$ cat config.mk
export PLATFORM = sky130hd
export DESIGN_NAME = operating_mode_wake_control
export DESIGN_NICKNAME = d
export VERILOG_FILES = /design/src/mode_ctl_pkg.sv /design/src/operating_mode_wake_control.sv
export VERILOG_INCLUDE_DIRS = /design/src
export SDC_FILE = /design/constraint.sdc
export NUM_CORES = 1
export LEC_CHECK = 0
export ABC_AREA = 1
export BUFFER_PORTS_ARGS = -buffer_cell sky130_fd_sc_hd__clkbuf_2
export CAP_MARGIN = 20
export CORE_AREA = 2 2 106 108
export CTS_CLUSTER_SIZE = 28
export DETAILED_ROUTE_END_ITERATION = 7
export DIE_AREA = 0 0 108 110
export GPL_TIMING_DRIVEN = 0
export PLACE_DENSITY = 0.74
export RECOVER_POWER = 100
export SETUP_SLACK_MARGIN = 0.5
export SLEW_MARGIN = 20
export SYNTH_ARGS = -nofsm -noshare
export SYNTH_HDL_FRONTEND = slang
export SYNTH_SLANG_ARGS = --single-unit
$ cat constraint.sdc
create_clock -name clk_sys_in -period 4.1 [get_ports clk_sys_in]
set_input_delay 0.82 -clock clk_sys_in [delete_from_list [all_inputs] [get_ports clk_sys_in]]
set_output_delay 0.82 -clock clk_sys_in [all_outputs]
set_load 0.03 [all_outputs]
$ cat src/mode_ctl_map.svh
`ifndef MODE_CTL_MAP_SVH
`define MODE_CTL_MAP_SVH
// register offsets
`define OFS_CORE_FLAGS        8'h0f
`define OFS_CORE_MODE_CONTROL 8'h20
`define OFS_TIMER_ONE_CONTROL 8'h2a
`define OFS_PORT_A_WAKE       8'h34
`define OFS_RESERVED_FIXED    8'h2f
// field positions
`define BIT_CLOCK_SPEED_SELECT 0
`define BIT_STANDBY_DEPTH      1
`define BIT_GLOBAL_INT         2
`define BIT_BANK_SELECT        7
`define BIT_POWERDOWN_FLAG     6
`define BIT_TIMEOUT_FLAG       7
`define BIT_TIMER_ONE_WAKE     7
// implemented-bit masks and the software-writable flag mask
`define MASK_CORE_MODE   8'h87
`define MASK_TIMER_ONE   8'h9b
`define MASK_CORE_FLAGS  8'hff
`define MASK_FLAGS_SW    8'h3f
// reset values
`define RST_TIMER_ONE    8'h00
`define RST_PORT_A_WAKE  8'h00
`define RST_BYTE_ZERO    8'h00
`define RST_CORE_FLAGS   8'hc0
// timing
`define FAST_SWITCH_COUNT 6'd32
`define FAST_SWITCH_DELAY_NS 100000
`define CLK_PERIOD_NS 8
`endif

$ cat src/mode_ctl_pkg.sv
package mode_ctl_pkg;
   typedef enum logic [2:0] {
      ST_SLOW     = 3'b000,
      ST_SWITCH   = 3'b001,
      ST_FAST     = 3'b010,
      ST_STANDBY  = 3'b011,
      ST_HALT     = 3'b100,
      ST_WARM     = 3'b101
   } op_state_e;

   typedef struct packed {
      op_state_e   state;
      logic [7:0]  mode_ctl;
      logic [7:0]  flags;
      logic [7:0]  timer_ctl;
      logic [7:0]  wake_en;
      logic [5:0]  fast_cnt;
      logic [15:0] delay_cnt;
      logic [15:0] warm_cnt;
      logic [7:0]  rdata;
      logic        use_fast;
      logic        fast_osc_on;
      logic        slow_osc_on;
      logic        core_run;
      logic        timers_run;
      logic        int_hold;
      logic        strap_pending;
   } ctl_state_s;
endpackage

$ cat src/operating_mode_wake_control.sv
`timescale 1ns/1ps
`include "mode_ctl_map.svh"
module operating_mode_wake_control
   import mode_ctl_pkg::*;
#(
   parameter int WARM_CYCLES = 16'd1000,   // oscillator settle time after deep halt
   parameter int OPTION_WAKE_EDGE = 0      // reserved for future wake polarity
)(
   input  wire logic       clk_sys_in,             // 125 MHz system clock
   input  wire logic       reset_in,               // synchronous reset, active high
   input  wire logic       por_event_in,           // power-on reset pulse
   input  wire logic       reset_pin_low_active_in,// reset pin level, low active
   input  wire logic       watchdog_timeout_in,    // watchdog timeout reset pulse
   input  wire logic       initial_mode_option_in, // nonvolatile initial mode
   input  wire logic       halt_instruction_in,    // halt instruction executed
   input  wire logic       watchdog_clear_instruction_in, // clear instruction pulse
   input  wire logic [7:0] port_a_in,              // port A pins, async
   input  wire logic       timer_one_underflow_in, // timer one underflow pulse
   input  wire logic       fast_oscillator_clock_in, // fast osc tick, async
   input  wire logic [7:0] addr_in,                // register address
   input  wire logic [7:0] wdata_in,               // register write data
   input  wire logic       wr_in,                  // write strobe
   input  wire logic       rd_in,                  // read strobe
   output logic      [7:0] rdata_out,              // read data, cycle after rd
   output logic            use_fast_clock_out,     // system clock source fast
   output logic            fast_osc_enable_out,    // fast oscillator on
   output logic            slow_osc_enable_out,    // slow oscillator on
   output logic            core_run_out,           // core clock running
   output logic            timers_run_out,         // timers may count
   output logic            int_hold_out,           // interrupts recorded not served
   output logic      [7:0] core_mode_control_out,  // mode register copy
   output logic      [7:0] core_flags_out          // status register copy
);
   localparam int DELAY_CYCLES = (`FAST_SWITCH_DELAY_NS + `CLK_PERIOD_NS - 1) / `CLK_PERIOD_NS;

   // refuse settings the warm-up and delay counters, their checks and the pin wake logic cannot serve
   if (WARM_CYCLES < 2 || WARM_CYCLES > 65535) begin : g_bad_warm
      $error("WARM_CYCLES out of range");
   end
   if (DELAY_CYCLES > 65535) begin : g_bad_delay
      $error("switch delay too long");
   end
   if (OPTION_WAKE_EDGE != 0) begin : g_bad_edge
      $error("only low-level pin wake is built");
   end

   // two-flop synchronisers for pins and the fast oscillator tick
   logic [7:0] pa_s1_reg, pa_s2_reg;
   logic       fo_s1_reg, fo_s2_reg, fo_s3_reg;
   logic       rp_s1_reg, rp_s2_reg;
   always_ff @(posedge clk_sys_in) begin
      pa_s1_reg <= port_a_in;
      pa_s2_reg <= pa_s1_reg;
      fo_s1_reg <= fast_oscillator_clock_in;
      fo_s2_reg <= fo_s1_reg;
      fo_s3_reg <= fo_s2_reg;
      rp_s1_reg <= reset_pin_low_active_in;
      rp_s2_reg <= rp_s1_reg;
   end

   ctl_state_s s_reg, s_next;
   logic       fast_tick;
   logic       pin_wake;
   logic       tmr_wake;
   logic       hard_reset;
   logic       low_power;

   assign fast_tick  = fo_s2_reg & ~fo_s3_reg;
   assign hard_reset = por_event_in | ~rp_s2_reg;
   assign low_power  = (s_reg.state == ST_STANDBY) || (s_reg.state == ST_HALT);

   // pin wake is a low level on an enabled pin; one gate per pin
   logic [7:0] pin_hit;
   genvar gi;
   generate
      for (gi = 0; gi < 8; gi++) begin : g_wake
         assign pin_hit[gi] = s_reg.wake_en[gi] & ~pa_s2_reg[gi];
      end
   endgenerate
   assign pin_wake = |pin_hit;
   assign tmr_wake = s_reg.timer_ctl[`BIT_TIMER_ONE_WAKE] & timer_one_underflow_in;

   // next-state logic; registers only change on bus writes or flag events
   always_comb begin
      s_next = s_reg;
      s_next.rdata = `RST_BYTE_ZERO;
      if (rd_in) begin
         case (addr_in)
            `OFS_CORE_FLAGS:        s_next.rdata = s_reg.flags & `MASK_CORE_FLAGS;
            `OFS_CORE_MODE_CONTROL: s_next.rdata = s_reg.mode_ctl & `MASK_CORE_MODE;
            `OFS_TIMER_ONE_CONTROL: s_next.rdata = s_reg.timer_ctl & `MASK_TIMER_ONE;
            `OFS_PORT_A_WAKE:       s_next.rdata = s_reg.wake_en;
            default:                s_next.rdata = `RST_BYTE_ZERO;
         endcase
      end
      // writes are only possible while the core runs; halt keeps everything
      if (wr_in && s_reg.core_run) begin
         case (addr_in)
            `OFS_CORE_FLAGS: begin
               // timeout and power-down bits are hardware-owned
               s_next.flags = (s_reg.flags & ~`MASK_FLAGS_SW) | (wdata_in & `MASK_FLAGS_SW);
            end
            `OFS_CORE_MODE_CONTROL: s_next.mode_ctl = wdata_in & `MASK_CORE_MODE;
            `OFS_TIMER_ONE_CONTROL: s_next.timer_ctl = wdata_in & `MASK_TIMER_ONE;
            `OFS_PORT_A_WAKE:       s_next.wake_en = wdata_in;
            default: ;
         endcase
      end
      if (watchdog_clear_instruction_in) begin
         s_next.flags[`BIT_POWERDOWN_FLAG] = 1'b1;
         s_next.flags[`BIT_TIMEOUT_FLAG]   = 1'b1;
      end

      case (s_reg.state)
         ST_SLOW: begin
            s_next.use_fast = 1'b0;
            if (halt_instruction_in) begin
               if (s_reg.mode_ctl[`BIT_STANDBY_DEPTH]) begin
                  s_next.state = ST_STANDBY;
               end else begin
                  s_next.state = ST_HALT;
                  s_next.flags[`BIT_POWERDOWN_FLAG] = 1'b0;
                  s_next.flags[`BIT_TIMEOUT_FLAG]   = 1'b1;
               end
            end else if (s_next.mode_ctl[`BIT_CLOCK_SPEED_SELECT]) begin
               s_next.state     = ST_SWITCH;
               s_next.fast_cnt  = '0;
               s_next.delay_cnt = '0;
            end
         end
         ST_SWITCH: begin
            s_next.fast_osc_on = 1'b1;
            if (!s_reg.mode_ctl[`BIT_CLOCK_SPEED_SELECT]) begin
               s_next.state = ST_SLOW;
            end else begin
               if (fast_tick && s_reg.fast_cnt != `FAST_SWITCH_COUNT)
                  s_next.fast_cnt = s_reg.fast_cnt + 6'd1;
               if (s_reg.delay_cnt != 16'(DELAY_CYCLES))
                  s_next.delay_cnt = s_reg.delay_cnt + 16'd1;
               if (s_reg.fast_cnt == `FAST_SWITCH_COUNT && s_reg.delay_cnt == 16'(DELAY_CYCLES)) begin
                  s_next.state    = ST_FAST;
                  s_next.use_fast = 1'b1;
               end
            end
         end
         ST_FAST: begin
            s_next.use_fast = 1'b1;
            if (halt_instruction_in) begin
               if (s_reg.mode_ctl[`BIT_STANDBY_DEPTH]) begin
                  s_next.state = ST_STANDBY;
               end else begin
                  s_next.state = ST_HALT;
                  s_next.flags[`BIT_POWERDOWN_FLAG] = 1'b0;
                  s_next.flags[`BIT_TIMEOUT_FLAG]   = 1'b1;
               end
            end else if (!s_next.mode_ctl[`BIT_CLOCK_SPEED_SELECT]) begin
               s_next.state    = ST_SLOW;
               s_next.use_fast = 1'b0;
            end
         end
         ST_STANDBY: begin
            // slow oscillator stays up so timer one can still wake us
            if (pin_wake || tmr_wake) begin
               s_next.state = s_reg.mode_ctl[`BIT_CLOCK_SPEED_SELECT] ? ST_FAST : ST_SLOW;
            end
         end
         ST_HALT: begin
            if (pin_wake) begin
               s_next.state    = ST_WARM;
               s_next.warm_cnt = '0;
            end
         end
         ST_WARM: begin
            // hold core until the restarted oscillator settles
            s_next.warm_cnt = s_reg.warm_cnt + 16'd1;
            if (s_reg.warm_cnt == 16'(WARM_CYCLES - 1)) begin
               s_next.state = s_reg.mode_ctl[`BIT_CLOCK_SPEED_SELECT] ? ST_FAST : ST_SLOW;
            end
         end
         default: s_next.state = ST_SLOW;
      endcase

      // derived oscillator and core enables from the next state
      s_next.core_run    = (s_next.state == ST_SLOW) || (s_next.state == ST_SWITCH) ||
                           (s_next.state == ST_FAST);
      s_next.timers_run  = s_next.core_run;
      s_next.int_hold    = ~s_next.core_run;
      s_next.slow_osc_on = (s_next.state != ST_HALT);
      s_next.fast_osc_on = (s_next.state == ST_SWITCH) || (s_next.state == ST_FAST) ||
                           (s_next.state == ST_WARM && s_reg.mode_ctl[`BIT_CLOCK_SPEED_SELECT]);
      s_next.use_fast    = (s_next.state == ST_FAST);
      s_next.strap_pending = 1'b0;
   end

   // one register for all state; reset_in takes constants, option caught after; other resets load the option at once
   always_ff @(posedge clk_sys_in) begin
      if (reset_in) begin
         s_reg <= '0;
         s_reg.state         <= ST_SLOW;
         s_reg.timer_ctl     <= `RST_TIMER_ONE;
         s_reg.wake_en       <= `RST_PORT_A_WAKE;
         s_reg.flags         <= `RST_CORE_FLAGS;
         s_reg.core_run      <= 1'b1;
         s_reg.timers_run    <= 1'b1;
         s_reg.slow_osc_on   <= 1'b1;
         s_reg.strap_pending <= 1'b1;
      end else if (hard_reset || watchdog_timeout_in) begin
         s_reg <= s_reg;
         s_reg.state      <= ST_SLOW;
         s_reg.mode_ctl   <= {7'd0, initial_mode_option_in};
         s_reg.timer_ctl  <= `RST_TIMER_ONE;
         s_reg.wake_en    <= `RST_PORT_A_WAKE;
         s_reg.core_run   <= 1'b1;
         s_reg.timers_run <= 1'b1;
         s_reg.int_hold   <= 1'b0;
         s_reg.use_fast   <= 1'b0;
         s_reg.slow_osc_on <= 1'b1;
         s_reg.fast_osc_on <= 1'b0;
         s_reg.rdata      <= `RST_BYTE_ZERO;
         if (hard_reset) begin
            s_reg.flags[`BIT_TIMEOUT_FLAG]   <= 1'b1;
            s_reg.flags[`BIT_POWERDOWN_FLAG] <= 1'b1;
         end else begin
            s_reg.flags[`BIT_TIMEOUT_FLAG]   <= 1'b0;
         end
      end else if (s_reg.strap_pending) begin
         s_reg <= s_reg;
         s_reg.mode_ctl[`BIT_CLOCK_SPEED_SELECT] <= initial_mode_option_in;
         s_reg.strap_pending <= 1'b0;
      end else begin
         s_reg <= s_next;
      end
   end

   // outputs straight from the state register
   assign rdata_out             = s_reg.rdata;
   assign use_fast_clock_out    = s_reg.use_fast;
   assign fast_osc_enable_out   = s_reg.fast_osc_on;
   assign slow_osc_enable_out   = s_reg.slow_osc_on;
   assign core_run_out          = s_reg.core_run;
   assign timers_run_out        = s_reg.timers_run;
   assign int_hold_out          = s_reg.int_hold;
   assign core_mode_control_out = s_reg.mode_ctl;
   assign core_flags_out        = s_reg.flags;
endmodule

==> results_dict.tcl, run 1 <==
set metrics [dict create \
    status "finished clean" \
    fin_skew_ns 0.0146 \
    crit_end "s_reg[31]" \
    power_mw 1.69 \
    power_density_nw_per_um2 300 \
    hp-class "reg2reg" \
    die-area_sq_um 11900 \
    initial_core_util_pct 47.4 \
    dp_hpwl_microns 8930 \
    pin_count 66 \
    tightestPinTransition_ns 0.787 \
    grt_max_degree 19 \
    drc_errors 0 \
    grt_pass1_vias 4221 \
    cts_resized 0 \
    rsz0062_at_grt "no" \
    critical_path.cell_chain "clkbuf_2 -> nor2_1 -> nand2_1 -> nor2_1 -> nand3_1 -> nand2_1 -> nand2_1 -> nand3_1 -> clkinvlp_2 -> clkbuf_1 -> nand2_1 -> a21oi_1" \
    gp_congestion 0.939 \
    ir_drop_mv 0.272 \
    netlist_instances 730 \
    drt-wirelength-per-cell_microns 12.5 \
    worstRegToRegCells 8 \
    antenna_cells 0 \
    die_h_microns 110 \
    route.vias.total 4727 \
    wirelength_microns 11900 \
    ys_seq_elements 101 \
    p_leak_nw 2.33 \
    synth.avg_cell_area_sq_um 6.94 \
    startpoint "addr_in[7]" \
    yosys_most_used_dff "dfxtp_1" \
    postCtsSetupRepairBufs 0 \
    drive_gt1_share_pct 11.7 \
    clock-sinks 101 \
    fin_nets 846 \
    yosys-top-cells-area "dfxtp_1 40%, nand2_1 13%, inv_1 6.3%" \
    ys_warn_count 0 \
    ys_seq_area_share_pct 39.9 \
    fmax_ghz 0.362 \
    htreeDepth 3 \
    ys_async_sr_fraction_pct 0 \
    rows 38 \
    ant_nets 0 \
    drt-pass1-iter-count 5 \
    die_x_microns 108 \
    viasPerCell 4.98 \
    startpoint_type "input port" \
    r2r_start "s_reg[0]" \
    synth_area_sq_um 5070 \
    drt_iter0_markers 218 \
    core_area_sq_um 10700 \
    ctsHoldBuffers 0 \
    largest_reg_flops 55 \
    cp_max_fo 10 \
    maxCapViolCount 0 \
    synth.distinct_cells 43 \
    slowest_delay_ns 0.34 \
    cpMaxStageDelayCell "clkinvlp_2" \
    io_buffers 61 \
    period_share_pct 67.4 \
    synth_edf_count 0 \
    r2r_slack_ns 1.47 \
    syn2layout_area_growth_pct 11.4 \
    whs_path_depth 0 \
    grt_pass1_wl_microns 19300 \
    holdWs_ns 0.336 \
    ctsRootBufferMaster "clkbuf_8" \
    antenna_found_initial 0 \
    r2r-end "s_reg[36]" \
    clk_latency_ns 0.39 \
    final_hold_viol_count 0 \
    crit_top_cell "nand2_1" \
    cts_tree "yes" \
    setup_ws_ns 1.34 \
    track_usage_pct 20.6 \
    required_ns 4.33 \
    maxSlewViolCount 0 \
    yosys.area.top_type "dfxtp_1" \
    worst-setup-path-type "in2reg" \
    setup_viol 0 \
    min_period_ns 2.76 \
    dp_slack_ns 1.46 \
    cp_top_family "simple AND/OR/NAND/NOR gates" \
    n_fill_cell 1088 \
    yosys.area.top_type_share_pct 39.9 \
    cts_buffer_depth 2 \
    cp_num_buf_inv 3 \
    numCtsBuffers 9 \
    overflow 0 \
    clk_pin_slew_ns 0.10 \
    arrival_ns 3.00 \
    critical_path.endpoint_type "register" \
    setup_tns_ns 0 \
    slew_headroom_pct 47.0 \
    crit_cells 12 \
]
## cells by family after synthesis
logic type / share of synthesized area, %
other: 0.0740
adders and majority gates: 1.23
xor gates and xnor gates: 3.28
AOI/OAI and AO/OA: 11.8
DFF: 39.9
and+or+nand+nor: 31.3
buffers and inverters: 12.4
## layout by cell type (no fill, tap or decap), types with 3 or more instances in the layout
| master | n |
|---|---|
| clkbuf_8 | 9 |
| inv_1 | 86 |
| nor4_1 | 4 |
| o22ai_1 | 3 |
| inv_2 | 6 |
| ha_1 | 5 |
| dfxtp_1 | 101 |
| xor2_1 | 16 |
| buf_4 | 25 |
| nor2_1 | 86 |
| o21ai_0 | 30 |
| nand3_1 | 52 |
| a21oi_1 | 55 |
| clkbuf_2 | 34 |
| xnor2_1 | 3 |
| a211oi_1 | 10 |
| nand2_1 | 182 |
| conb_1 | 4 |
| nand4_1 | 12 |
| clkbuf_1 | 41 |
| o211ai_1 | 3 |
| nor2_2 | 3 |
| nor3_1 | 13 |
## area by class of cell
class	instances	area, sq um	area share (%)
Clock inverter	6	55.1	0.976
Buffer	41	258	4.57
Sequential cell	101	2020	35.8
Clock buffer	10	128	2.26
Tap cell	140	175	3.10
Inverter	95	358	6.34
Timing Repair Buffer	61	272	4.81
Multi-Input combinational cell	496	2370	42.1
## per-stage QoR
step	area [sq um]	util, %	std cells
floorplan	5080	-	733
global placement	5560	52.0	934
detailed placement	5560	52.0	934
CTS	5740	53.7	950
global route	5640	52.7	950
finish	5640	52.7	950
## where the power goes
group          switching, mW  internal (mW)
logic                 0.0549         0.0274
clock network          0.380          0.233
registers            0.00429          0.993
## layer usage
| layer | wire length [microns] | global-route usage, % |
|---|---|---|
| met5 | 0 | 0 |
| met4 | 245 | 6.68 |
| met3 | 655 | 4.53 |
| met2 | 5680 | 36.2 |
| met1 | 5310 | 25.3 |
## synth_stat cells (2+ instances only)
library cell / instances
inv_2: 8
xor2_1: 16
nand4_1: 12
nor3_1: 13
nor2_1: 85
nor2_4: 2
nor3_4: 2
inv_1: 85
buf_6: 2
a211oi_1: 10
nand3_2: 2
nor4_1: 4
ha_1: 5
nor2_2: 3
clkbuf_1: 8
xnor2_1: 3
buf_4: 26
dfxtp_1: 101
nand2_1: 181
o21ai_1: 3
buf_2: 4
a21oi_1: 55
o22ai_1: 3
nand3_1: 49
nand3_4: 2
o211ai_1: 3
o21ai_0: 27
## worst min-delay path by stage
| stage | to | slack [ns] | startpoint |
|---|---|---|---|
| after floorplan | fo_s2_reg | 0.31 | fo_s1_reg |
| after global placement | pa_s2_reg[4] | 0.31 | pa_s1_reg[4] |
| after detailed placement | pa_s2_reg[7] | 0.31 | pa_s1_reg[7] |
| after CTS | pa_s2_reg[7] | 0.34 | pa_s1_reg[7] |
| after global routing | pa_s2_reg[4] | 0.34 | pa_s1_reg[4] |
| final | pa_s2_reg[7] | 0.34 | pa_s1_reg[7] |
Note: power is estimated with default switching activity, not from simulation.
==> run 2: changes to the inputs <==
- PLACE_DENSITY: 0.74 -> 0.77
- clock period: 4.1 -> 2.25 ns (I/O delays scaled with it)
==> run 2 against run 1 <==
Wire length increased by 3.9%. Combinational power is 99% higher. Register-to-register slack got worse by 1.1 ns. Worst hold slack lost 0.18 ns. Critical path type is now reg2reg. Critical endpoint is now s_reg[49]. Largest power group unchanged.
==> results_dict.tcl, run 2 (same netlist as run 1, synthesis figures left out) <==
set metrics [dict create \
    clock-sinks 101 \
    min_from "reset_pin_low_active_in" \
    dp_hpwl_microns 9060 \
    viasPerCell 5.01 \
    die_x_microns 108 \
    fin_nets 865 \
    hp-class "in2reg" \
    io_buffers 61 \
    cpMaxStageDelayCell "dfxtp_1" \
    cts_tree "yes" \
    period_share_pct 83.7 \
    worst-setup-path-type "reg2reg" \
    tightestPinTransition_ns 0.570 \
    required_ns 2.53 \
    rows 38 \
    largest_reg_flops 55 \
    ctsRootBufferMaster "clkbuf_8" \
    track_usage_pct 21.2 \
    crit_top_cell "nor2_1" \
    drt-pass1-iter-count 5 \
    power_mw 3.14 \
    htreeDepth 3 \
    critical_path.cell_chain "nand2_1 -> nor2_1 -> nand2_4 -> nor3_4 -> nand3_1 -> o21ai_4 -> clkbuf_1 -> nor2_1" \
    swShare_pct 26.7 \
    maxSlewViolCount 0 \
    pin_count 66 \
    die_h_microns 110 \
    clkPwrFrac_pct 37.1 \
    grt_pass1_vias 4339 \
    min_period_ns 1.88 \
    die-area_sq_um 11900 \
    critical_path.endpoint_type "register" \
    worstRegToRegCells 8 \
    r2r_slack_ns 0.37 \
    ant_nets 0 \
    p_leak_nw 2.48 \
    maxCapViolCount 0 \
    clk_pin_slew_ns 0.11 \
    clk_latency_ns 0.39 \
    r2r_start "rp_s2_reg" \
    mostFrequentLayoutCells "174 x nand2_1, 92 x dfxtp_1, 81 x inv_1, 77 x nor2_1, 56 x a21oi_1" \
    fin_skew_ns 0.0130 \
    startpoint_type "register" \
    p_switching_mw 0.840 \
    antenna_cells 0 \
    rsz0062_at_grt "yes" \
    cp_max_fo 5 \
    finalInstanceArea_sq_um 5990 \
    r2r-end "s_reg[49]" \
    cts_buffer_depth 2 \
    antenna_found_initial 0 \
    combPwrFrac_pct 5.2 \
    final_hold_viol_count 0 \
    slew_headroom_pct 62.0 \
    final_common_cell "nand2_1" \
    power_density_nw_per_um2 525 \
    core_area_sq_um 10700 \
    whs_path_depth 1 \
    whs_endpoint "rp_s1_reg" \
    arrival_ns 2.16 \
    route.vias.total 4852 \
    dpl_cell_area_sq_um 5560 \
    grt_max_degree 21 \
    drt_iter0_markers 254 \
    ctsHoldBuffers 0 \
    internal-power_mw 2.31 \
    setup_tns_ns 0 \
    setup_viol 0 \
    drc_errors 0 \
    drive_gt1_share_pct 18.6 \
    wirelength_microns 12300 \
    gp_congestion 0.958 \
    fmax_ghz 0.531 \
    ir_drop_mv 0.487 \
    status "finished clean" \
    drt-wirelength-per-cell_microns 12.7 \
    initial_core_util_pct 47.4 \
    slowest_delay_ns 0.32 \
    numCtsBuffers 9 \
    power_frac_seq_pct 57.7 \
    syn2layout_area_growth_pct 18.3 \
    overflow 0 \
    grt_pass1_wl_microns 19900 \
]
run 2: cell types whose count changed in the layout (fill, tap and decap cells not counted), moves of 5 or more:
cell / previous run / this run
nand2_2: 0 / 6
buf_4: 25 / 37
dfxtp_1: 101 / 92
nor2_2: 3 / 9
dfxtp_2: 0 / 6
inv_1: 86 / 81
nand2_1: 182 / 174
nor2_1: 86 / 77
run 2: worst max path at each step:
stage,start,end,slack [ns],cells after the start
after CTS,s_reg[87],s_reg[22],0.48,9
final,rp_s2_reg,s_reg[49],0.37,8
after detailed placement,addr_in[7],s_reg[46],0.07,12
after global placement,addr_in[7],s_reg[45],0.09,12
after floorplan,addr_in[7],s_reg[45],0.51,11
after global routing,rp_s2_reg,s_reg[33],0.22,11
run 2: critical path: cells and delay by family, from the launching register on:
kind,cells,cell delay (ns)
buffers and inverters,1,0.22
flip-flops,1,0.32
AND/OR/NAND/NOR,6,0.98
AO/OA/AOI/OAI,1,0.26
run 2: what timing repair did:
action	CTS	global route
endpoints found under the setup margin	54	54
resized for setup	23	47
cloned	0	1
buffers inserted	10	8
pin swaps	10	12
run 2: power groups by stage:
stage	Clock (mW)	Combinational [mW]	Sequential [mW]
finish	1.17	0.164	1.81
global route	1.26	0.181	1.82
CTS	1.20	0.163	1.82
detailed placement	0	0.155	1.86
global placement	0	0.154	1.86
floorplan	0	0.0879	1.86
run 2: metrics by stage:
step	instances	utilization (%)	worst slack [ns]	hold slack, ns
global placement	934	52.0	0.0882	0.310
detailed placement	934	52.0	0.0739	0.313
global route	969	56.0	0.218	0.137
floorplan	733	-	0.508	0.310
CTS	960	55.1	0.478	0.144
finish	969	56.0	0.366	0.157
run 2: final cells by class:
class	instances	area, sq um
fillers	1020	4700
plain buffers	41	285
repair buffers	80	418
flip-flops and latches	101	2040
well taps	140	175
clock inverters	7	76.3
clock buffers	9	124
inverters	95	374
multi-input cells	496	2500
run 2: metal layers:
layer / vias up / GRT usage, % / wire, microns
met5: - / 0 / 0
li1: 2500 / - / -
met3: 28 / 4.17 / 501
met4: 0 / 9.25 / 442
met1: 2211 / 25.5 / 5310
met2: 113 / 36.9 / 6090
